--- config.mk ---
export PLATFORM = sky130hd
export DESIGN_NAME = plic_top
export DESIGN_NICKNAME = d
export VERILOG_FILES = /design/src/plic_pkg.sv /design/src/plic_top.sv
export VERILOG_INCLUDE_DIRS = /design/src
export SDC_FILE = /design/constraint.sdc
export NUM_CORES = 1
export LEC_CHECK = 0
export ABC_AREA = 1
export BUFFER_PORTS_ARGS = -buffer_cell sky130_fd_sc_hd__buf_4
export CORE_ASPECT_RATIO = 1.4
export CORE_MARGIN = 5
export CORE_UTILIZATION = 40
export DETAILED_ROUTE_END_ITERATION = 16
export GPL_ROUTABILITY_DRIVEN = 0
export PLACE_DENSITY = 0.59
export SETUP_SLACK_MARGIN = 0.2
export SLEW_MARGIN = 20
export SYNTH_ARGS = -nofsm -noshare
export SYNTH_HDL_FRONTEND = slang
export SYNTH_SLANG_ARGS = --single-unit
--- constraint.sdc ---
create_clock -name I_CLK -period 4.6 [get_ports I_CLK]
set_input_delay 0.23 -clock I_CLK [delete_from_list [all_inputs] [get_ports I_CLK]]
set_output_delay 0.23 -clock I_CLK [all_outputs]
set_load 0.02 [all_outputs]
--- src/plic_params.svh ---
// Constants for the indicator, error tally and interrupt control bank.
// Assumes a 20 MHz core clock, with management frames sampled from the MDC pin.
// Functional notes
// - Indicators use 3-bit function codes, seventh off on indicators one to three
// - Indicator three selector bits 11:9, reset off
// - Indicator two selector bits 8:6, reset off
// - Indicator one selector bits 5:3, reset speed
// - Indicator zero bits 2:0, activity, seventh shows link
// - 16-bit receive error tally counts in reduced mode
// - Interrupt pin driven when enabled, polarity selectable
// - Clear-on-read bit makes flag reads clear flags
// - Auto-clear bit clears flag when condition ends
// - Re-setup bit blocks write-one clear while condition
// - Bits 10:0 enable the eleven interrupt events
`ifndef PLIC_PARAMS_SVH
`define PLIC_PARAMS_SVH

// Register indices on the management bus
`define PLIC_REG_LED 5'h14
`define PLIC_REG_TALLY 5'h15
`define PLIC_REG_INTCTL 5'h16
`define PLIC_REG_FLAGS 5'h17

// Reset values
`define PLIC_LED_RST 12'hfe9
`define PLIC_TALLY_RST 16'h0000
`define PLIC_INTCTL_RST 16'h0000
`define PLIC_TALLY_MAX 16'hffff
`define PLIC_UNMAPPED_VAL 16'h0000

// Field positions of the interrupt control register
`define PLIC_INT_OE_BIT 15
`define PLIC_INT_RDCLR_BIT 14
`define PLIC_INT_POL_BIT 13
`define PLIC_INT_AUTO_BIT 12
`define PLIC_INT_RESETUP_BIT 11

// Indicator function codes
`define PLIC_FN_LINK 3'h0
`define PLIC_FN_ACT 3'h1
`define PLIC_FN_TX 3'h2
`define PLIC_FN_RX 3'h3
`define PLIC_FN_COL 3'h4
`define PLIC_FN_SPEED 3'h5
`define PLIC_FN_FDX 3'h6
`define PLIC_FN_OFF 3'h7

// Management frame bit counts
`define PLIC_PRE_LEN 6'h20
`define PLIC_HDR_LEN 6'h0d
`define PLIC_DATA_LEN 6'h10
`define PLIC_TA_LAST 6'h01

`endif

--- src/plic_pkg.sv ---
// Types shared by the indicator and interrupt control bank.
// Assumes plic_params.svh supplies the numeric constants.
package plic_pkg;
    // Management frame receiver states
    typedef enum logic [2:0] {
        S_PRE,
        S_HDR,
        S_TA,
        S_RDATA,
        S_WDATA
    } plic_state_type;

    // Live link status feeding the indicator selectors
    typedef struct packed {
        logic link_up;
        logic activity;
        logic tx_data;
        logic rx_data;
        logic collision;
        logic speed_100;
        logic full_duplex;
    } plic_led_status_type;
endpackage

--- src/plic_top.sv ---
// Indicator selectors, receive error tally and interrupt control, reached over MDC/MDIO.
// Assumes status, event and error inputs come from logic on I_CLK; MDC, MDIO and address straps are asynchronous.
`timescale 1ns/1ps
`include "plic_params.svh"

module plic_top
    import plic_pkg::*;
(
    input wire logic I_CLK,
    input wire logic I_RESETN,
    input wire logic I_MDC,
    input wire logic I_MDIO_I,
    output logic O_MDIO_O,
    output logic O_MDIO_OE,
    input wire logic [4:0] I_PHY_ADDR,
    input wire plic_led_status_type I_LED_STATUS,
    input wire logic I_RMII_MODE,
    input wire logic I_RX_ERR,
    input wire logic [10:0] I_EVENT_COND,
    output logic O_INDICATOR_OUT_ZERO,
    output logic O_INDICATOR_OUT_ONE,
    output logic O_INDICATOR_OUT_TWO,
    output logic O_INDICATOR_OUT_THREE,
    output logic O_INT_O,
    output logic O_INT_OE
);

    logic mdc_s1_q, mdc_s2_q, mdc_s3_q, mdio_s1_q, mdio_s2_q;
    logic [4:0] addr_s1_q, addr_s2_q;
    logic mdc_rise;
    plic_state_type state_q, state_d;
    logic [5:0] cnt_q, cnt_d;
    logic [15:0] shift_q, shift_d;
    logic rd_q, rd_d;
    logic [4:0] reg_q, reg_d;
    logic mdio_o_q, mdio_o_d, mdio_oe_q, mdio_oe_d;
    logic wr_stb, rd_stb;
    logic [15:0] rd_val;
    logic [11:0] led_sel_q, led_sel_d;
    logic [15:0] tally_q, tally_d;
    logic [15:0] ctrl_q, ctrl_d;
    logic [10:0] flags_q, flags_d, cond_q, ev_set, ev_clr;
    logic [3:0] led_q, led_d;
    logic int_o_q, int_o_d, int_oe_q, int_oe_d, irq_any;

    // Two-stage synchronisers; the MDC edge is found on the second and third stages only
    always_ff @(posedge I_CLK) begin
        if (!I_RESETN) begin
            mdc_s1_q <= 1'b0;
            mdc_s2_q <= 1'b0;
            mdc_s3_q <= 1'b0;
            mdio_s1_q <= 1'b1;
            mdio_s2_q <= 1'b1;
            addr_s1_q <= 5'h00;
            addr_s2_q <= 5'h00;
        end else begin
            mdc_s1_q <= I_MDC;
            mdc_s2_q <= mdc_s1_q;
            mdc_s3_q <= mdc_s2_q;
            mdio_s1_q <= I_MDIO_I;
            mdio_s2_q <= mdio_s1_q;
            addr_s1_q <= I_PHY_ADDR;
            addr_s2_q <= addr_s1_q;
        end
    end

    // MDIO shares the MDC sync delay, so data is taken at the same rising edge
    assign mdc_rise = mdc_s2_q & ~mdc_s3_q;

    // Register read mux; reserved bits and unmapped indices read as zero
    always_comb begin
        case (reg_q)
            `PLIC_REG_LED: rd_val = {4'h0, led_sel_q};
            `PLIC_REG_TALLY: rd_val = tally_q;
            `PLIC_REG_INTCTL: rd_val = ctrl_q;
            `PLIC_REG_FLAGS: rd_val = {5'h00, flags_q};
            default: rd_val = `PLIC_UNMAPPED_VAL;
        endcase
    end

    // Frame receiver: preamble, header, turnaround, then 16 data bits
    always_comb begin
        state_d = state_q;
        cnt_d = cnt_q;
        shift_d = shift_q;
        rd_d = rd_q;
        reg_d = reg_q;
        mdio_o_d = mdio_o_q;
        mdio_oe_d = mdio_oe_q;
        wr_stb = 1'b0;
        rd_stb = 1'b0;
        if (mdc_rise) begin
            case (state_q)
                S_PRE: begin
                    if (mdio_s2_q) begin
                        cnt_d = (cnt_q == `PLIC_PRE_LEN) ? cnt_q : cnt_q + 6'h01;
                    end else begin
                        if (cnt_q == `PLIC_PRE_LEN) begin
                            state_d = S_HDR;
                        end
                        cnt_d = 6'h00;
                    end
                end
                S_HDR: begin
                    shift_d = {shift_q[14:0], mdio_s2_q};
                    cnt_d = cnt_q + 6'h01;
                    if (cnt_q == `PLIC_HDR_LEN - 6'h01) begin
                        reg_d = shift_d[4:0];
                        rd_d = (shift_d[11:10] == 2'b10);
                        cnt_d = 6'h00;
                        // Foreign addresses and bad start or opcode are ignored until the next preamble
                        if (shift_d[12] && (shift_d[11] != shift_d[10]) && (shift_d[9:5] == addr_s2_q)) begin
                            state_d = S_TA;
                        end else begin
                            state_d = S_PRE;
                        end
                    end
                end
                S_TA: begin
                    if (rd_q) begin
                        // Drive the turnaround zero and capture the word in one step
                        rd_stb = 1'b1;
                        shift_d = rd_val;
                        mdio_oe_d = 1'b1;
                        mdio_o_d = 1'b0;
                        state_d = S_RDATA;
                        cnt_d = 6'h00;
                    end else if (cnt_q == `PLIC_TA_LAST) begin
                        state_d = S_WDATA;
                        cnt_d = 6'h00;
                    end else begin
                        cnt_d = cnt_q + 6'h01;
                    end
                end
                S_RDATA: begin
                    if (cnt_q == `PLIC_DATA_LEN) begin
                        mdio_oe_d = 1'b0;
                        mdio_o_d = 1'b0;
                        state_d = S_PRE;
                        cnt_d = 6'h00;
                    end else begin
                        mdio_o_d = shift_q[15];
                        shift_d = {shift_q[14:0], 1'b0};
                        cnt_d = cnt_q + 6'h01;
                    end
                end
                S_WDATA: begin
                    shift_d = {shift_q[14:0], mdio_s2_q};
                    cnt_d = cnt_q + 6'h01;
                    if (cnt_q == `PLIC_DATA_LEN - 6'h01) begin
                        wr_stb = 1'b1;
                        state_d = S_PRE;
                        cnt_d = 6'h00;
                    end
                end
                default: begin
                    state_d = S_PRE;
                    cnt_d = 6'h00;
                end
            endcase
        end
    end

    always_ff @(posedge I_CLK) begin
        if (!I_RESETN) begin
            state_q <= S_PRE;
            cnt_q <= 6'h00;
            shift_q <= 16'h0000;
            rd_q <= 1'b0;
            reg_q <= 5'h00;
            mdio_o_q <= 1'b0;
            mdio_oe_q <= 1'b0;
        end else begin
            state_q <= state_d;
            cnt_q <= cnt_d;
            shift_q <= shift_d;
            rd_q <= rd_d;
            reg_q <= reg_d;
            mdio_o_q <= mdio_o_d;
            mdio_oe_q <= mdio_oe_d;
        end
    end

    // One code table serves all four indicators; only indicator zero maps its last code to link
    function automatic logic led_pick(input logic [2:0] sel, input plic_led_status_type st, input logic is_zero);
        case (sel)
            `PLIC_FN_LINK: led_pick = st.link_up;
            `PLIC_FN_ACT: led_pick = st.activity;
            `PLIC_FN_TX: led_pick = st.tx_data;
            `PLIC_FN_RX: led_pick = st.rx_data;
            `PLIC_FN_COL: led_pick = st.collision;
            `PLIC_FN_SPEED: led_pick = st.speed_100;
            `PLIC_FN_FDX: led_pick = st.full_duplex;
            default: led_pick = is_zero & st.link_up;
        endcase
    endfunction

    // Writable registers, tally and indicator drive
    always_comb begin
        led_sel_d = led_sel_q;
        ctrl_d = ctrl_q;
        tally_d = tally_q;
        if (wr_stb && reg_q == `PLIC_REG_LED) begin
            led_sel_d = shift_d[11:0];
        end
        if (wr_stb && reg_q == `PLIC_REG_INTCTL) begin
            ctrl_d = shift_d;
        end
        if (wr_stb && reg_q == `PLIC_REG_TALLY) begin
            tally_d = shift_d;
        end else if (I_RMII_MODE && I_RX_ERR && tally_q != `PLIC_TALLY_MAX) begin
            tally_d = tally_q + 16'h0001;
        end
        led_d[0] = led_pick(led_sel_q[2:0], I_LED_STATUS, 1'b1);
        led_d[1] = led_pick(led_sel_q[5:3], I_LED_STATUS, 1'b0);
        led_d[2] = led_pick(led_sel_q[8:6], I_LED_STATUS, 1'b0);
        led_d[3] = led_pick(led_sel_q[11:9], I_LED_STATUS, 1'b0);
    end

    // Event flags: a new condition always wins over any clear in the same cycle
    always_comb begin
        ev_set = I_EVENT_COND & ~cond_q;
        ev_clr = 11'h000;
        if (wr_stb && reg_q == `PLIC_REG_FLAGS) begin
            ev_clr = shift_d[10:0] & (ctrl_q[`PLIC_INT_RESETUP_BIT] ? ~I_EVENT_COND : 11'h7ff);
        end
        if (rd_stb && reg_q == `PLIC_REG_FLAGS && ctrl_q[`PLIC_INT_RDCLR_BIT]) begin
            ev_clr = 11'h7ff;
        end
        if (ctrl_q[`PLIC_INT_AUTO_BIT]) begin
            ev_clr = ev_clr | ~I_EVENT_COND;
        end
        flags_d = (flags_q & ~ev_clr) | ev_set;
        irq_any = |(flags_q & ctrl_q[10:0]);
        int_o_d = ctrl_q[`PLIC_INT_POL_BIT] ? irq_any : ~irq_any;
        int_oe_d = ctrl_q[`PLIC_INT_OE_BIT];
    end

    always_ff @(posedge I_CLK) begin
        if (!I_RESETN) begin
            led_sel_q <= `PLIC_LED_RST;
            tally_q <= `PLIC_TALLY_RST;
            ctrl_q <= `PLIC_INTCTL_RST;
            flags_q <= 11'h000;
            cond_q <= 11'h000;
            led_q <= 4'h0;
            int_o_q <= 1'b1;
            int_oe_q <= 1'b0;
        end else begin
            led_sel_q <= led_sel_d;
            tally_q <= tally_d;
            ctrl_q <= ctrl_d;
            flags_q <= flags_d;
            cond_q <= I_EVENT_COND;
            led_q <= led_d;
            int_o_q <= int_o_d;
            int_oe_q <= int_oe_d;
        end
    end

    // All outputs straight from flops
    assign O_MDIO_O = mdio_o_q;
    assign O_MDIO_OE = mdio_oe_q;
    assign O_INDICATOR_OUT_ZERO = led_q[0];
    assign O_INDICATOR_OUT_ONE = led_q[1];
    assign O_INDICATOR_OUT_TWO = led_q[2];
    assign O_INDICATOR_OUT_THREE = led_q[3];
    assign O_INT_O = int_o_q;
    assign O_INT_OE = int_oe_q;

    // Checks on defaults, indicators, tally and interrupt flags
    a_reset_defaults: assert property (@(posedge I_CLK) $rose(I_RESETN) |->
        (led_sel_q == `PLIC_LED_RST) && (ctrl_q == `PLIC_INTCTL_RST)) else $error("Bank defaults wrong after reset");
    a_ind_three_off: assert property (@(posedge I_CLK) disable iff (!I_RESETN)
        (led_sel_q[11:9] == `PLIC_FN_OFF) && (led_sel_q[8:6] == `PLIC_FN_OFF) |=> !O_INDICATOR_OUT_THREE && !O_INDICATOR_OUT_TWO)
        else $error("Indicator lit while selected off");
    a_ind_one_speed: assert property (@(posedge I_CLK) disable iff (!I_RESETN)
        (led_sel_q[5:3] == `PLIC_FN_SPEED) |=> O_INDICATOR_OUT_ONE == $past(I_LED_STATUS.speed_100))
        else $error("Indicator one does not follow speed");
    a_ind_zero_link: assert property (@(posedge I_CLK) disable iff (!I_RESETN)
        (led_sel_q[2:0] == `PLIC_FN_OFF) |=> O_INDICATOR_OUT_ZERO == $past(I_LED_STATUS.link_up))
        else $error("Indicator zero seventh code not link status");
    a_tally_count: assert property (@(posedge I_CLK) disable iff (!I_RESETN)
        I_RMII_MODE && I_RX_ERR && !wr_stb && (tally_q != `PLIC_TALLY_MAX) |=> tally_q == $past(tally_q) + 16'h0001)
        else $error("Receive error not counted");
    a_int_pin_level: assert property (@(posedge I_CLK) disable iff (!I_RESETN)
        1'b1 |=> (O_INT_OE == $past(ctrl_q[15])) && (O_INT_O == ($past(irq_any) ~^ $past(ctrl_q[13]))))
        else $error("Interrupt pin enable or polarity wrong");
    a_read_clear: assert property (@(posedge I_CLK) disable iff (!I_RESETN)
        rd_stb && (reg_q == `PLIC_REG_FLAGS) && ctrl_q[14] |=> flags_q == $past(ev_set))
        else $error("Flags not cleared by read");
    a_read_keep: assert property (@(posedge I_CLK) disable iff (!I_RESETN)
        rd_stb && !ctrl_q[14] && !ctrl_q[12] |=> (flags_q & $past(flags_q)) == $past(flags_q))
        else $error("Flags lost on plain read");
    a_auto_clear: assert property (@(posedge I_CLK) disable iff (!I_RESETN)
        ctrl_q[12] |=> (flags_q & ~$past(I_EVENT_COND)) == 11'h000) else $error("Flag stayed after condition gone");
    a_resetup_keep: assert property (@(posedge I_CLK) disable iff (!I_RESETN)
        wr_stb && (reg_q == `PLIC_REG_FLAGS) && ctrl_q[11]
        |=> (flags_q & $past(flags_q & I_EVENT_COND)) == $past(flags_q & I_EVENT_COND))
        else $error("Flag cleared while condition present");
    a_flag_set_irq: assert property (@(posedge I_CLK) disable iff (!I_RESETN)
        |(I_EVENT_COND & ~cond_q & ctrl_q[10:0]) && ctrl_q[15] && (ctrl_d == ctrl_q)
        |=> ##1 O_INT_O == ctrl_q[13]) else $error("Enabled event did not raise pin");

endmodule

### Yosys cells after proc, flatten, opt, wreduce, memory -nomap -nowiden

Cells that the tools add are included.

* register bits after elaboration: 120
* word-level logic and storage cells: 153
* input port bits: 29

* reduce and logical (&&, ||, !) cells: 23
* bitwise operators: 12
* multiplexer cells: 45
* add/sub/neg operators: 2
* equal/unequal tests: 49

Operators by type and width (number)
* 16-bit 2-to-1 mux: 5
* 16-bit one-hot mux with 4 select lines: 1
* 16-bit one-hot mux with 3 select lines: 1
* 11-bit AND: 4
* 11-bit 2-to-1 mux: 4
* 6-bit 2-to-1 mux: 7
* 3-bit equality test, second input constant: 13
* 11-bit inverter: 3
* 3-bit by 2-bit equality test with 1-bit output, second input constant: 10
* 6-bit one-hot mux with 5 select lines: 1
* 11-bit bitwise OR: 2
* 3-bit 2-to-1 mux: 7
* 1-bit one-hot mux with 7 select lines: 3
* 5-bit equality test, second input constant: 4
* 16-bit by 1-bit adder with 16-bit output, second input constant: 1
* 16-bit != test, second input constant: 1
* 3-bit by 1-bit equality test with 1-bit output, second input constant: 5
* 3-bit one-hot mux with 5 select lines: 1
* 6-bit by 4-bit equality test with 1-bit output, second input constant: 2
* 3-bit zero test: 4
* 2-bit != test, second input constant: 6
* 1-bit 2-to-1 mux: 11
* 11-bit OR reduction: 1
* 1-bit logical AND: 10
* other kinds (19): 24

### Logic depth before layout (Yosys ltp)

Gate-level depths: netlist of run 1.

* word-level depth: 13
* gate-level depth with buffers: 14
* mapped depth without buffers: 13

### Worst setup path before layout of run 1

Ideal clock, no wire load.

* path type: register to register
* from: register tally_q[0]
* to: register tally_q[10]
* arrival time: 1.629 ns
* path slack: 2.912 ns
* cell stages (with the launch flop): 13
* required time: 4.541 ns
* path through: dfxtp_1 -> ha_1 -> nand2_1 -> nor2_1 -> nand2_1 -> inv_1 -> nand3_1 -> nand2_1 -> nand2_1 -> buf_2 -> o22ai_1 -> nand2_1 -> nand2_1

* longest elaborated chain between the ends: 3
* elaborated cells between the ends (all ways): 6
* those cells by class: 1 x add/sub; 1 x eq/ne; 2 x mux; 2 x reduce/logical

RTL lines
* start, declared: line plic_top.sv:40 `logic [15:0] tally_q, tally_d;`
* start signal, assigned: line plic_top.sv:242 `` tally_q <= `PLIC_TALLY_RST; ``
* start signal, assigned: line plic_top.sv:251 `tally_q <= tally_d;`
* 16-bit by 1-bit adder with 16-bit output / 16-bit != test (equally long branches)
* 16-bit 2-to-1 mux / 1-bit logical AND (equally long branches)
* 16-bit 2-to-1 mux / 2-bit nonzero test (equally long branches)

Several ways; a longest one is shown, not always the timed one. The select of a mux whose other input is x is not followed.
A chain may end at the register's enable or synchronous reset.

### Worst setup path after layout of run 1

* from: register reg_q[4]
* to: register flags_q[1]

* longest elaborated chain between the ends: 13
* elaborated cells between the ends (all ways): 19
* those cells by class: 4 x eq/ne; 7 x mux; 5 x bitwise; 3 x reduce/logical

RTL lines
* start, declared: line plic_top.sv:35 `logic [4:0] reg_q, reg_d;`
* start signal, assigned: line plic_top.sv:178 `reg_q <= reg_d;`
* 5-bit equality test: line plic_top.sv:72 `case (reg_q)`
* 16-bit one-hot mux with 4 select lines: line plic_top.sv:72
* 16-bit 2-to-1 mux: line plic_top.sv:120 `if (rd_q) begin`
* 16-bit one-hot mux with 3 select lines: line plic_top.sv:93 `case (state_q)`
* 16-bit 2-to-1 mux: line plic_top.sv:92 `if (mdc_rise) begin`
* 11-bit AND: line plic_top.sv:225 `` ev_clr = shift_d[10:0] & (ctrl_q[`PLIC_INT_RESETUP_BIT] ? ~I_EVENT_COND : 11'h7ff); ``
* 11-bit 2-to-1 mux: line plic_top.sv:224 `` if (wr_stb && reg_q == `PLIC_REG_FLAGS) begin ``
* 11-bit 2-to-1 mux *: line plic_top.sv:227 `` if (rd_stb && reg_q == `PLIC_REG_FLAGS && ctrl_q[`PLIC_INT_RDCLR_BIT]) begin ``
* 11-bit bitwise OR: line plic_top.sv:231 `ev_clr = ev_clr | ~I_EVENT_COND;`
* 11-bit 2-to-1 mux *: line plic_top.sv:230 `` if (ctrl_q[`PLIC_INT_AUTO_BIT]) begin ``
* 11-bit inverter *: line plic_top.sv:233 `flags_d = (flags_q & ~ev_clr) | ev_set;`
* 11-bit AND *: line plic_top.sv:233
* 11-bit bitwise OR *: line plic_top.sv:233
* end signal, assigned: line plic_top.sv:253 `flags_q <= flags_d;`
* end, declared: line plic_top.sv:42 `logic [10:0] flags_q, flags_d, cond_q, ev_set, ev_clr;`

Every way passes the cells marked *; elsewhere a longest branch is shown, timed or not.

==> reports/qor.txt, run 1 <==
Worst hold path class -> input pin to flip-flop
Dpl ws -> 1.98 ns
Max-cap violations -> 0
Most frequent CP cell -> nand2_1
Worst Path Arrival -> 2.98 ns
WS Path Type -> flip-flop to flip-flop
Vias -> 6455
Fin crit period -> 2.65 ns
CTS tree -> done
Initial antenna violation count -> 0
Worst path required time -> 4.92 ns
WL per Instance -> 16.5 um
Skew-Pair Late Insertion Delay -> 0.43 ns
R2R depth -> 7
Worst hold endpoint -> cond_q[4]
Die height -> 160 um
Clock buffer depth -> 2
Peak Freq -> 0.377 GHz
Design area -> 7530 um2
Max_slew headroom -> 27.5%
Largest net degree at the start of global routing -> 55
Crit path capture type -> flip-flop
Final Max Tran Viols -> 0
CTS root buf -> clkbuf_16
RSZ-0062 raised after global routing -> no
Main flop type after synthesis -> dfxtp_1
First-pass GRT wire length -> 32300 um
Crit path max fanout -> 16
Setup violators final -> 0
Worst Path Buf+Inv -> 0
Number of routed nets with antenna violations -> 0
Num CTS Buffers -> 17
Ant. Diodes -> 0
Iter 0 DRT Violations -> 412
Syn_nets -> 1015
Asr flop ratio synth -> 0%
Layout cells sized above 1 -> 10.3%
Die Area -> 18600 um2
# DRC -> 0
Via-to-Cell Ratio -> 5.29
Min-Delay Startpoint -> I_EVENT_COND[4]
Area fraction of the dominant cell type after synthesis -> 37.6%
Final Hold Fails -> 0
CP Launch Type -> flip-flop
Tot Pwr -> 2.72 mW
Nets@finish -> 1045
CP peak stage delay -> 0.71 ns
Final global-route overflow total -> 0
H-tree depth -> 4
Syn Std Cell Area -> 6390 um2
DP Area -> 6780 um2
Num rows -> 54
Slowest cell on the critical path -> nor2_1
Avg Cell Area, Syn -> 6.51 um2
P_leak -> 3.42 nW
Maximum vdd drop -> 0.304 mV
Commonest non-fill, non-tap cell in the layout -> nand2_1
Setup TNS -> 0 ns
Vias in the first global route -> 6080
Post-route setup slack -> 1.95 ns
Ports -> 37
Post-synth EDFFs -> 0
RR Startpoint -> reg_q[4]
Post-synth cell types -> 42
IO Port Bufs -> 36
P per Cell Area -> 361 nW/um2
Status -> complete, no violations
Routed WL -> 20100 um
Hpwl dp -> 15100 um
Post-layout util -> 48.0%
Clk sink count -> 120
Clock-pin slew on the worst setup and hold paths -> 0.06 ns
Crit-path leading delay family -> simple AND/OR/NAND/NOR gates
Synth-to-Final Area Change -> 17.8%
Commonest non-fill, non-tap cells in the layout -> nand2_1, dfxtp_1, inv_1
Flops & latches, synth -> 120
Hold path cells -> 3
Core Region -> 15700 um2
Initial core utilization -> 40.8%
Warnings from Yosys -> 0
Reg2reg end -> flags_q[1]
Clock Skew -> 0.00994 ns
Top cells by area, synth -> dfxtp_1, nand2_1, nand3_1
# fillers -> 1648
Pre-antenna DRT Iters -> 5
Leading area contributor after synthesis -> dfxtp_1
Final period util -> 57.7%
Critical path, cell by cell -> nand2_1 > nor2_1 > nand2_1 > a21oi_1 > nand3_1 > nand2_1 > nand2_1
GR Util All Layers -> 22.2%
Syn Inst Count -> 981
Number of gates resized after cts -> 0
R2R setup slack -> 1.95 ns
Slew @ Worst Pin -> 1.09 ns
Horiz. Die Dim -> 117 um
Post-synthesis sequential area ratio -> 37.6%
[sequential cells by signal, indices dropped and copies added, names as in the netlist, 3 cells and up]
name       flops
flags_q       11
led_sel_q     12
ctrl_q        16
reg_q          5
addr_s2_q      5
tally_q       16
shift_q       16
cond_q        11
addr_s1_q      5
state_q        3
led_q          4
cnt_q          6
[tightest hold or removal path: stages]
cell and delay (ns):
buf_4 0.08, nand2_1 0.05, inv_1 0.06
[stage by stage]
stage | cells | hold WS [ns]
floorplan | 981 | 0.328
global placement | 1181 | 0.391
detailed placement | 1181 | 0.398
CTS | 1220 | 0.0191
global route | 1220 | 0.0303
finish | 1220 | 0.0229
[cell type report]
type	count	area, um2	area share, %
clock buffer	17	425	5.65
clock inverter	15	250	3.32
inverter	104	390	5.19
multi-input combinational	721	3440	45.7
sequential	120	2400	31.9
tap	196	245	3.26
timing repair buffer	47	370	4.92
[repair_timing]
item | in CTS | in global routing
hold endpoints to repair | 7 | 0
setup buffers | 0 | 0
hold buffers | 7 | 0
[where the power goes]
group | switching (mW) | internal [mW]
Sequential | 0.0158 | 1.07
Combinational | 0.0625 | 0.0459
Clock | 0.513 | 1.02
[per-layer routing]
| metal | wire (um) | share of wire, % | global-route usage [%] | up-vias |
|---|---|---|---|---|
| li1 | - | - | - | 3287 |
| met1 | 8500 | 42 | 28.1 | 2884 |
| met2 | 9410 | 47 | 35.0 | 221 |
| met3 | 1060 | 5.3 | 4.11 | 63 |
| met4 | 1110 | 5.5 | 12.4 | 0 |
| met5 | 0 | 0 | 0 | - |
[worst max-delay path by stage]
stage                          start     endpoint  slack, ns  cells past startpoint
final                       reg_q[4]   flags_q[1]       1.95                      7
after global routing        reg_q[4]   flags_q[2]       1.69                      7
after CTS                   reg_q[4]   flags_q[1]       1.97                      7
after detailed placement    reg_q[4]   flags_q[1]       1.98                      7
after global placement      reg_q[4]  tally_q[11]       1.98                      9
after floorplan           tally_q[0]  tally_q[10]       2.91                     12
[kinds of logic after synthesis]
kind of cell | count (synthesis) | share of synthesized area [%]
compound gates | 171 | 14.7
fa+ha+maj | 5 | 0.979
xor+xnor | 16 | 2.19
simple gates | 529 | 36.0
flops | 120 | 37.6
buf+inv | 140 | 8.60
[cells in the mapped netlist, types with 3 or more instances]
master / n
nand2_1: 282
dfxtp_1: 120
inv_1: 100
nand3_1: 89
nor2_1: 85
o21ai_0: 68
a21oi_1: 64
nand4_1: 28
clkbuf_1: 18
or2_2: 16
xor2_1: 15
buf_2: 12
nor3_1: 12
o21ai_1: 9
o22ai_1: 8
o21a_1: 6
ha_1: 5
a211oi_1: 4
nor2_2: 4
buf_1: 3
inv_2: 3
nand3_2: 3
nor3b_1: 3
Power figures use the tool's default switching activity.
==> inputs of run 2 (changes only) <==
Settings changed: PLACE_DENSITY 0.59 to 0.61.
Clock period 4.6 ns to 2.2 ns, I/O delays scaled along.
==> run 2 against run 1 <==
  * Total power increased by 100%
  * Clock skew increased by 0.0021 ns
  * Clock-buffer cell count unchanged
  * First-iteration DRC count increased by 25%
  * Global-route usage increased by 0.53 points
  * Combinational power increased by 130%
  * Fmax increased by 39%
  * Cell area increased by 5.2%
  * Hold slack improved by 0.00075 ns
  * Largest cell class unchanged
==> reports/qor.txt, run 2 (synthesis results as in run 1) <==
Status -> complete, no violations
Fin crit period -> 1.91 ns (-0.748 ns)
WL per Instance -> 16.6 um (+0.81%)
Post-CTS Repair Setup Buffers -> 0 (unchanged)
Ports -> 37 (unchanged)
CTS tree -> done
# fillers -> 1608 (-2.4%)
Final Max Tran Viols -> 0 (unchanged)
Top Registers -> ctrl_q: 16 flops, shift_q: 16 flops, tally_q: 16 flops
Largest net degree at the start of global routing -> 39 (-29%)
Commonest non-fill, non-tap cells in the layout -> nand2_1, dfxtp_1, inv_1
Vias in the first global route -> 6363 (+4.7%)
Final global-route overflow total -> 0 (unchanged)
Num rows -> 54 (unchanged)
Commonest non-fill, non-tap cell in the layout -> nand2_1
P_leak -> 3.61 nW (+5.3%)
Dpl ws -> 0.0151 ns (-1.97 ns)
Die height -> 160 um (unchanged)
Pre-antenna DRT Iters -> 6 (+1)
Clock Skew -> 0.0121 ns (+0.00213 ns)
Hpwl dp -> 15500 um (+2.6%)
Maximum vdd drop -> 0.661 mV (+120%)
Reg area -> 2410 um2 (+0.26%)
Post-route setup slack -> 0.295 ns (-1.65 ns)
Clock buffer depth -> 2 (unchanged)
Initial antenna violation count -> 0 (unchanged)
Slew @ Worst Pin -> 0.655 ns (-0.432 ns)
WS Path Type -> flip-flop to flip-flop
Horiz. Die Dim -> 117 um (unchanged)
Core Region -> 15700 um2 (unchanged)
Setup violators final -> 0 (unchanged)
Area taken by multi-input logic gates -> 3540 um2 (+2.9%)
Number of routed nets with antenna violations -> 0 (unchanged)
Via-to-Cell Ratio -> 5.33 (+0.82%)
RSZ-0062 raised after global routing -> yes
Setup TNS -> 0 ns (unchanged)
CTS root buf -> clkbuf_16
Final Hold Fails -> 0 (unchanged)
Vias -> 6716 (+4.0%)
IO Port Bufs -> 36 (unchanged)
Worst path required time -> 2.54 ns (-2.38 ns)
Max-cap violations -> 0 (unchanged)
Skew-Pair Late Insertion Delay -> 0.43 ns (about the same)
Final period util -> 86.6% (+29 points)
First-pass GRT wire length -> 33200 um (+2.8%)
Clock-pin slew on the worst setup and hold paths -> 0.06 ns (about the same)
Initial core utilization -> 40.8% (unchanged)
Synth-to-Final Area Change -> 23.9%
Crit path capture type -> flip-flop
GR Util All Layers -> 22.7% (+0.53 points)
Max_slew headroom -> 56.2% (+29 points)
Worst hold path class -> input pin to flip-flop
Die Area -> 18600 um2 (unchanged)
Peak Freq -> 0.525 GHz (+39%)
Layout cells sized above 1 -> 14.6% (+4.3 points)
Routed WL -> 20900 um (+4.0%)
Crit path max fanout -> 7 (-9)
Iter 0 DRT Violations -> 517 (+25%)
Hold WS -> 0.0236 ns (+0.000749 ns)
Tot Pwr -> 5.45 mW (+100%)
Ant. Diodes -> 0 (unchanged)
Worst Path Arrival -> 2.24 ns (-0.74 ns)
P per Cell Area -> 689 nW/um2 (+91%)
Clk sink count -> 120 (unchanged)
H-tree depth -> 4 (unchanged)
Nets@finish -> 1084 (+3.7%)
CP Launch Type -> flip-flop
# DRC -> 0 (unchanged)
Num CTS Buffers -> 17 (unchanged)
[run 2: layer usage]
layer / share of wire, % / vias up / GRT usage [%] / wire length (um)
li1: - / 3370 / - / -
met1: 42 / 3066 / 27.2 / 8720
met2: 50 / 221 / 38.5 / 10400
met3: 4.8 / 59 / 4.79 / 998
met4: 3.7 / 0 / 10.0 / 775
met5: 0 / - / 0 / 0
[run 2: through the flow]
step                      utilization [%]  cell area (um2)  std cells
final                                50.5             7920       1259
after global routing                 50.5             7920       1259
after CTS                            49.9             7820       1259
after detailed placement             44.7             7000       1209
after global placement               44.7             7000       1209
after floorplan                         -             6390        981
[run 2: critical path: stages, from the launching register on]
cell and delay, ns:
dfxtp_1 0.43, nand2_1 0.24, nor2_4 0.27, buf_4 0.19, nand2_1 0.06, nand2_1 0.07
o21ai_0 0.07, nand3_1 0.15, nand2_1 0.13, nor2_1 0.20
[run 2: area by class of cell]
cell class | instances | area share [%]
Multi-Input combinational cell | 721 | 44.8
Sequential cell | 120 | 30.4
Timing Repair Buffer | 86 | 8.88
Clock buffer | 17 | 5.37
Inverter | 104 | 4.99
Tap cell | 196 | 3.10
Clock inverter | 15 | 2.45
[run 2: what timing repair did]
action                     CTS  global route
setup endpoints to repair   14            69
hold buffers                18             0
hold endpoints to repair    18             0
resized for setup            6            30
pin swaps                    0             1
[run 2: power breakdown]
group | switching [mW] | internal (mW)
combinational | 0.137 | 0.113
clock | 1.14 | 1.81
sequential | 0.0307 | 2.23
[run 2: final timing paths]
| check | depth (start not counted) | from | to | slack, ns |
|---|---|---|---|---|
| worst max-delay path | 9 | reg_q[0] | shift_q[4] | 0.29 |
| worst min-delay path | 3 | I_LED_STATUS[1] | led_q[2] | 0.02 |
| worst max register to register | 9 | reg_q[0] | shift_q[4] | 0.29 |
| worst min register to register | 2 | addr_s1_q[1] | addr_s2_q[1] | 0.41 |
==> inputs of run 3 (changes only) <==
Settings changed: CORE_ASPECT_RATIO 1.4 to 0.5, CTS_BUF_LIST set to sky130_fd_sc_hd__clkbuf_8 sky130_fd_sc_hd__clkbuf_16.
==> run 3 against run 2 <==
  * Global-route usage rose by 0.40 points
  * Sequential share of layout area fell by 0.76 points
  * Worst setup slack got worse by 0.063 ns
  * Core utilization rose by 1.8 points
  * Largest cell class unchanged
  * Largest power group unchanged
  * Highest routed layer unchanged
==> reports/qor.txt, run 3 (synthesis results as in run 1) <==
WL per Instance -> 17.5 um (+5.4%)
# fillers -> 1537 (-4.4%)
Final period util -> 89.5% (+2.9 points)
Largest net degree at the start of global routing -> 48 (+23%)
RR Startpoint -> tally_q[0]
Die height -> 99.4 um (-38%)
Core Region -> 15500 um2 (-0.89%)
CP Launch Type -> flip-flop
Die Area -> 18800 um2 (+0.63%)
Ports -> 37 (unchanged)
Hpwl dp -> 16300 um (+5.2%)
Num rows -> 32 (-41%)
Layout cells sized above 1 -> 17.5% (+2.9 points)
Clock buffer depth -> 2 (unchanged)
Final Max Tran Viols -> 0 (unchanged)
P_sw -> 1.35 mW (+3.2%)
Setup violators final -> 0 (unchanged)
Max_slew headroom -> 64.6% (+8.4 points)
Worst Path Buf+Inv -> 1 (unchanged)
Number of routed nets with antenna violations -> 0 (unchanged)
P per Cell Area -> 666 nW/um2 (-3.3%)
Crit-path leading delay family -> simple AND/OR/NAND/NOR gates
Clk pwr share -> 53.4% (-0.6 points)
Worst Path Arrival -> 2.32 ns (+0.08 ns)
Top Registers -> ctrl_q: 16 flops, shift_q: 16 flops, tally_q: 16 flops
Initial antenna violation count -> 0 (unchanged)
Crit path max fanout -> 11 (+4)
Worst path required time -> 2.55 ns (about the same)
Final global-route overflow total -> 0 (unchanged)
Peak Freq -> 0.508 GHz (-3.2%)
Nets@finish -> 1096 (+1.1%)
CTS root buf -> clkbuf_16
CTS tree -> done
GR Util All Layers -> 23.1% (+0.40 points)
R2R depth -> 11 (+2)
Iter 0 DRT Violations -> 1078 (+110%)
Clock Skew -> 0.0103 ns (-0.00179 ns)
Synth-to-Final Area Change -> 27.1%
Most frequent CP cell -> nand2_1
Commonest non-fill, non-tap cells in the layout -> nand2_1, dfxtp_1, inv_1
First-pass GRT wire length -> 34000 um (+2.3%)
Crit path capture type -> flip-flop
Worst hold path class -> input pin to flip-flop
Via-to-Cell Ratio -> 5.43 (+1.8%)
Routed WL -> 22400 um (+7.1%)
P_leak -> 3.68 nW (+2.0%)
Horiz. Die Dim -> 189 um (+62%)
Int Power -> 4.06 mW (-2.1%)
Switching power as a share of total power -> 24.9% (+0.96 points)
Initial core utilization -> 41.1% (+0.37 points)
Gate power share -> 4.9% (+0.3 points)
R2R setup slack -> 0.23 ns (-0.06 ns)
Final Hold Fails -> 0 (unchanged)
Maximum vdd drop -> 0.547 mV (-17%)
Min-Delay Startpoint -> I_LED_STATUS[1]
Status -> complete, no violations
Pre-antenna DRT Iters -> 6 (unchanged)
Reg2reg end -> tally_q[3]
Critical path, cell by cell -> ha_1 > nand2_1 > nor2_4 > nand2_1 > inv_1 > nand3_1 > nand2_2 > nand2_4 > o22ai_1 > nand2_1 > nand2_1
Vias in the first global route -> 5940 (-6.6%)
RSZ-0062 raised after global routing -> yes
Setup TNS -> 0 ns (unchanged)
Post-layout util -> 52.3% (+1.8 points)
Worst hold endpoint -> led_q[2]
H-tree depth -> 4 (unchanged)
CP Depth -> 11 (+2)
Hold path cells -> 3 (unchanged)
IO Port Bufs -> 36 (unchanged)
Commonest non-fill, non-tap cell in the layout -> nand2_1
Fin crit period -> 1.97 ns (+0.0634 ns)
Clk sink count -> 120 (unchanged)
Clock-pin slew on the worst setup and hold paths -> 0.06 ns (about the same)
Sequential Power Share -> 41.8% (+0.4 points)
Vias -> 6945 (+3.4%)
Skew-Pair Late Insertion Delay -> 0.41 ns (-0.02 ns)
CP peak stage delay -> 0.37 ns (-0.06 ns)
Num CTS Buffers -> 17 (unchanged)
WS Path Type -> flip-flop to flip-flop
Ant. Diodes -> 0 (unchanged)
Max-cap violations -> 0 (unchanged)
Hold WS -> 0.0365 ns (+0.0129 ns)
Slowest cell on the critical path -> dfxtp_2
Slew @ Worst Pin -> 0.531 ns (-0.124 ns)
# DRC -> 0 (unchanged)
-- run 3: timing repair --
action / 4_1_cts / 5_1_grt
setup endpoints to repair: 42 / 53
setup buffers: 0 / 10
endpoints found under the hold margin: 18 / 0
cloned: 0 / 1
pin swaps: 0 / 10
gates resized for setup: 12 / 50
hold buffers: 18 / 0
-- run 3: routing by layer --
| layer | GRT usage [%] | part of all wire (%) |
|---|---|---|
| met2 | 30.7 | 37 |
| met1 | 35.9 | 48 |
| met4 | 6.44 | 2.1 |
| met5 | 0 | 0 |
| met3 | 6.28 | 13 |
-- run 3: stage by stage --
step / setup WS, ns / power, mW / instance area, um2 / std cells
after floorplan: 0.512 / 2.43 / 6390 / 981
after global placement: -0.0915 / 2.53 / 7020 / 1218
after detailed placement: -0.0675 / 2.53 / 7020 / 1218
after CTS: 0.181 / 5.42 / 7850 / 1268
after global routing: 0.169 / 5.58 / 8120 / 1279
final: 0.231 / 5.41 / 8120 / 1279
-- run 3: tightest hold or removal path: cells and delay by family --
| kind | cells | cell delay, ns |
|---|---|---|
| buffers and inverters | 1 | 0.13 |
| AOI/OAI and AO/OA | 1 | 0.08 |
| and+or+nand+nor | 1 | 0.07 |
-- run 3: layout make-up --
cell class | instances | area, um2 | share of cell area (%)
Clock buffer | 17 | 425 | 5.24
Clock inverter | 15 | 179 | 2.20
Multi-Input combinational cell | 721 | 3630 | 44.7
Inverter | 104 | 399 | 4.91
Timing Repair Buffer | 98 | 823 | 10.1
Sequential cell | 120 | 2410 | 29.7
Tap cell | 204 | 255 | 3.14
-- run 3: power by group through the flow --
| stage | sequential [mW] | combinational (mW) | clock [mW] |
|---|---|---|---|
| final | 2.26 | 0.263 | 2.89 |
| after global routing | 2.26 | 0.292 | 3.03 |
| after CTS | 2.26 | 0.251 | 2.92 |
| after detailed placement | 2.31 | 0.224 | 0 |
| after global placement | 2.30 | 0.221 | 0 |
| after floorplan | 2.30 | 0.132 | 0 |
-- run 3: worst max-delay path by stage --
stage | start | endpoint | slack (ns)
4_1_cts | mdc_s2_q | flags_q[2] | 0.18
5_1_grt | cnt_q[2] | cnt_q[3] | 0.17
3_5_place_dp | mdc_s2_q | flags_q[2] | -0.07
3_3_place_gp | mdc_s2_q | flags_q[2] | -0.09
6_report | tally_q[0] | tally_q[3] | 0.23
2_1_floorplan | tally_q[0] | tally_q[10] | 0.51
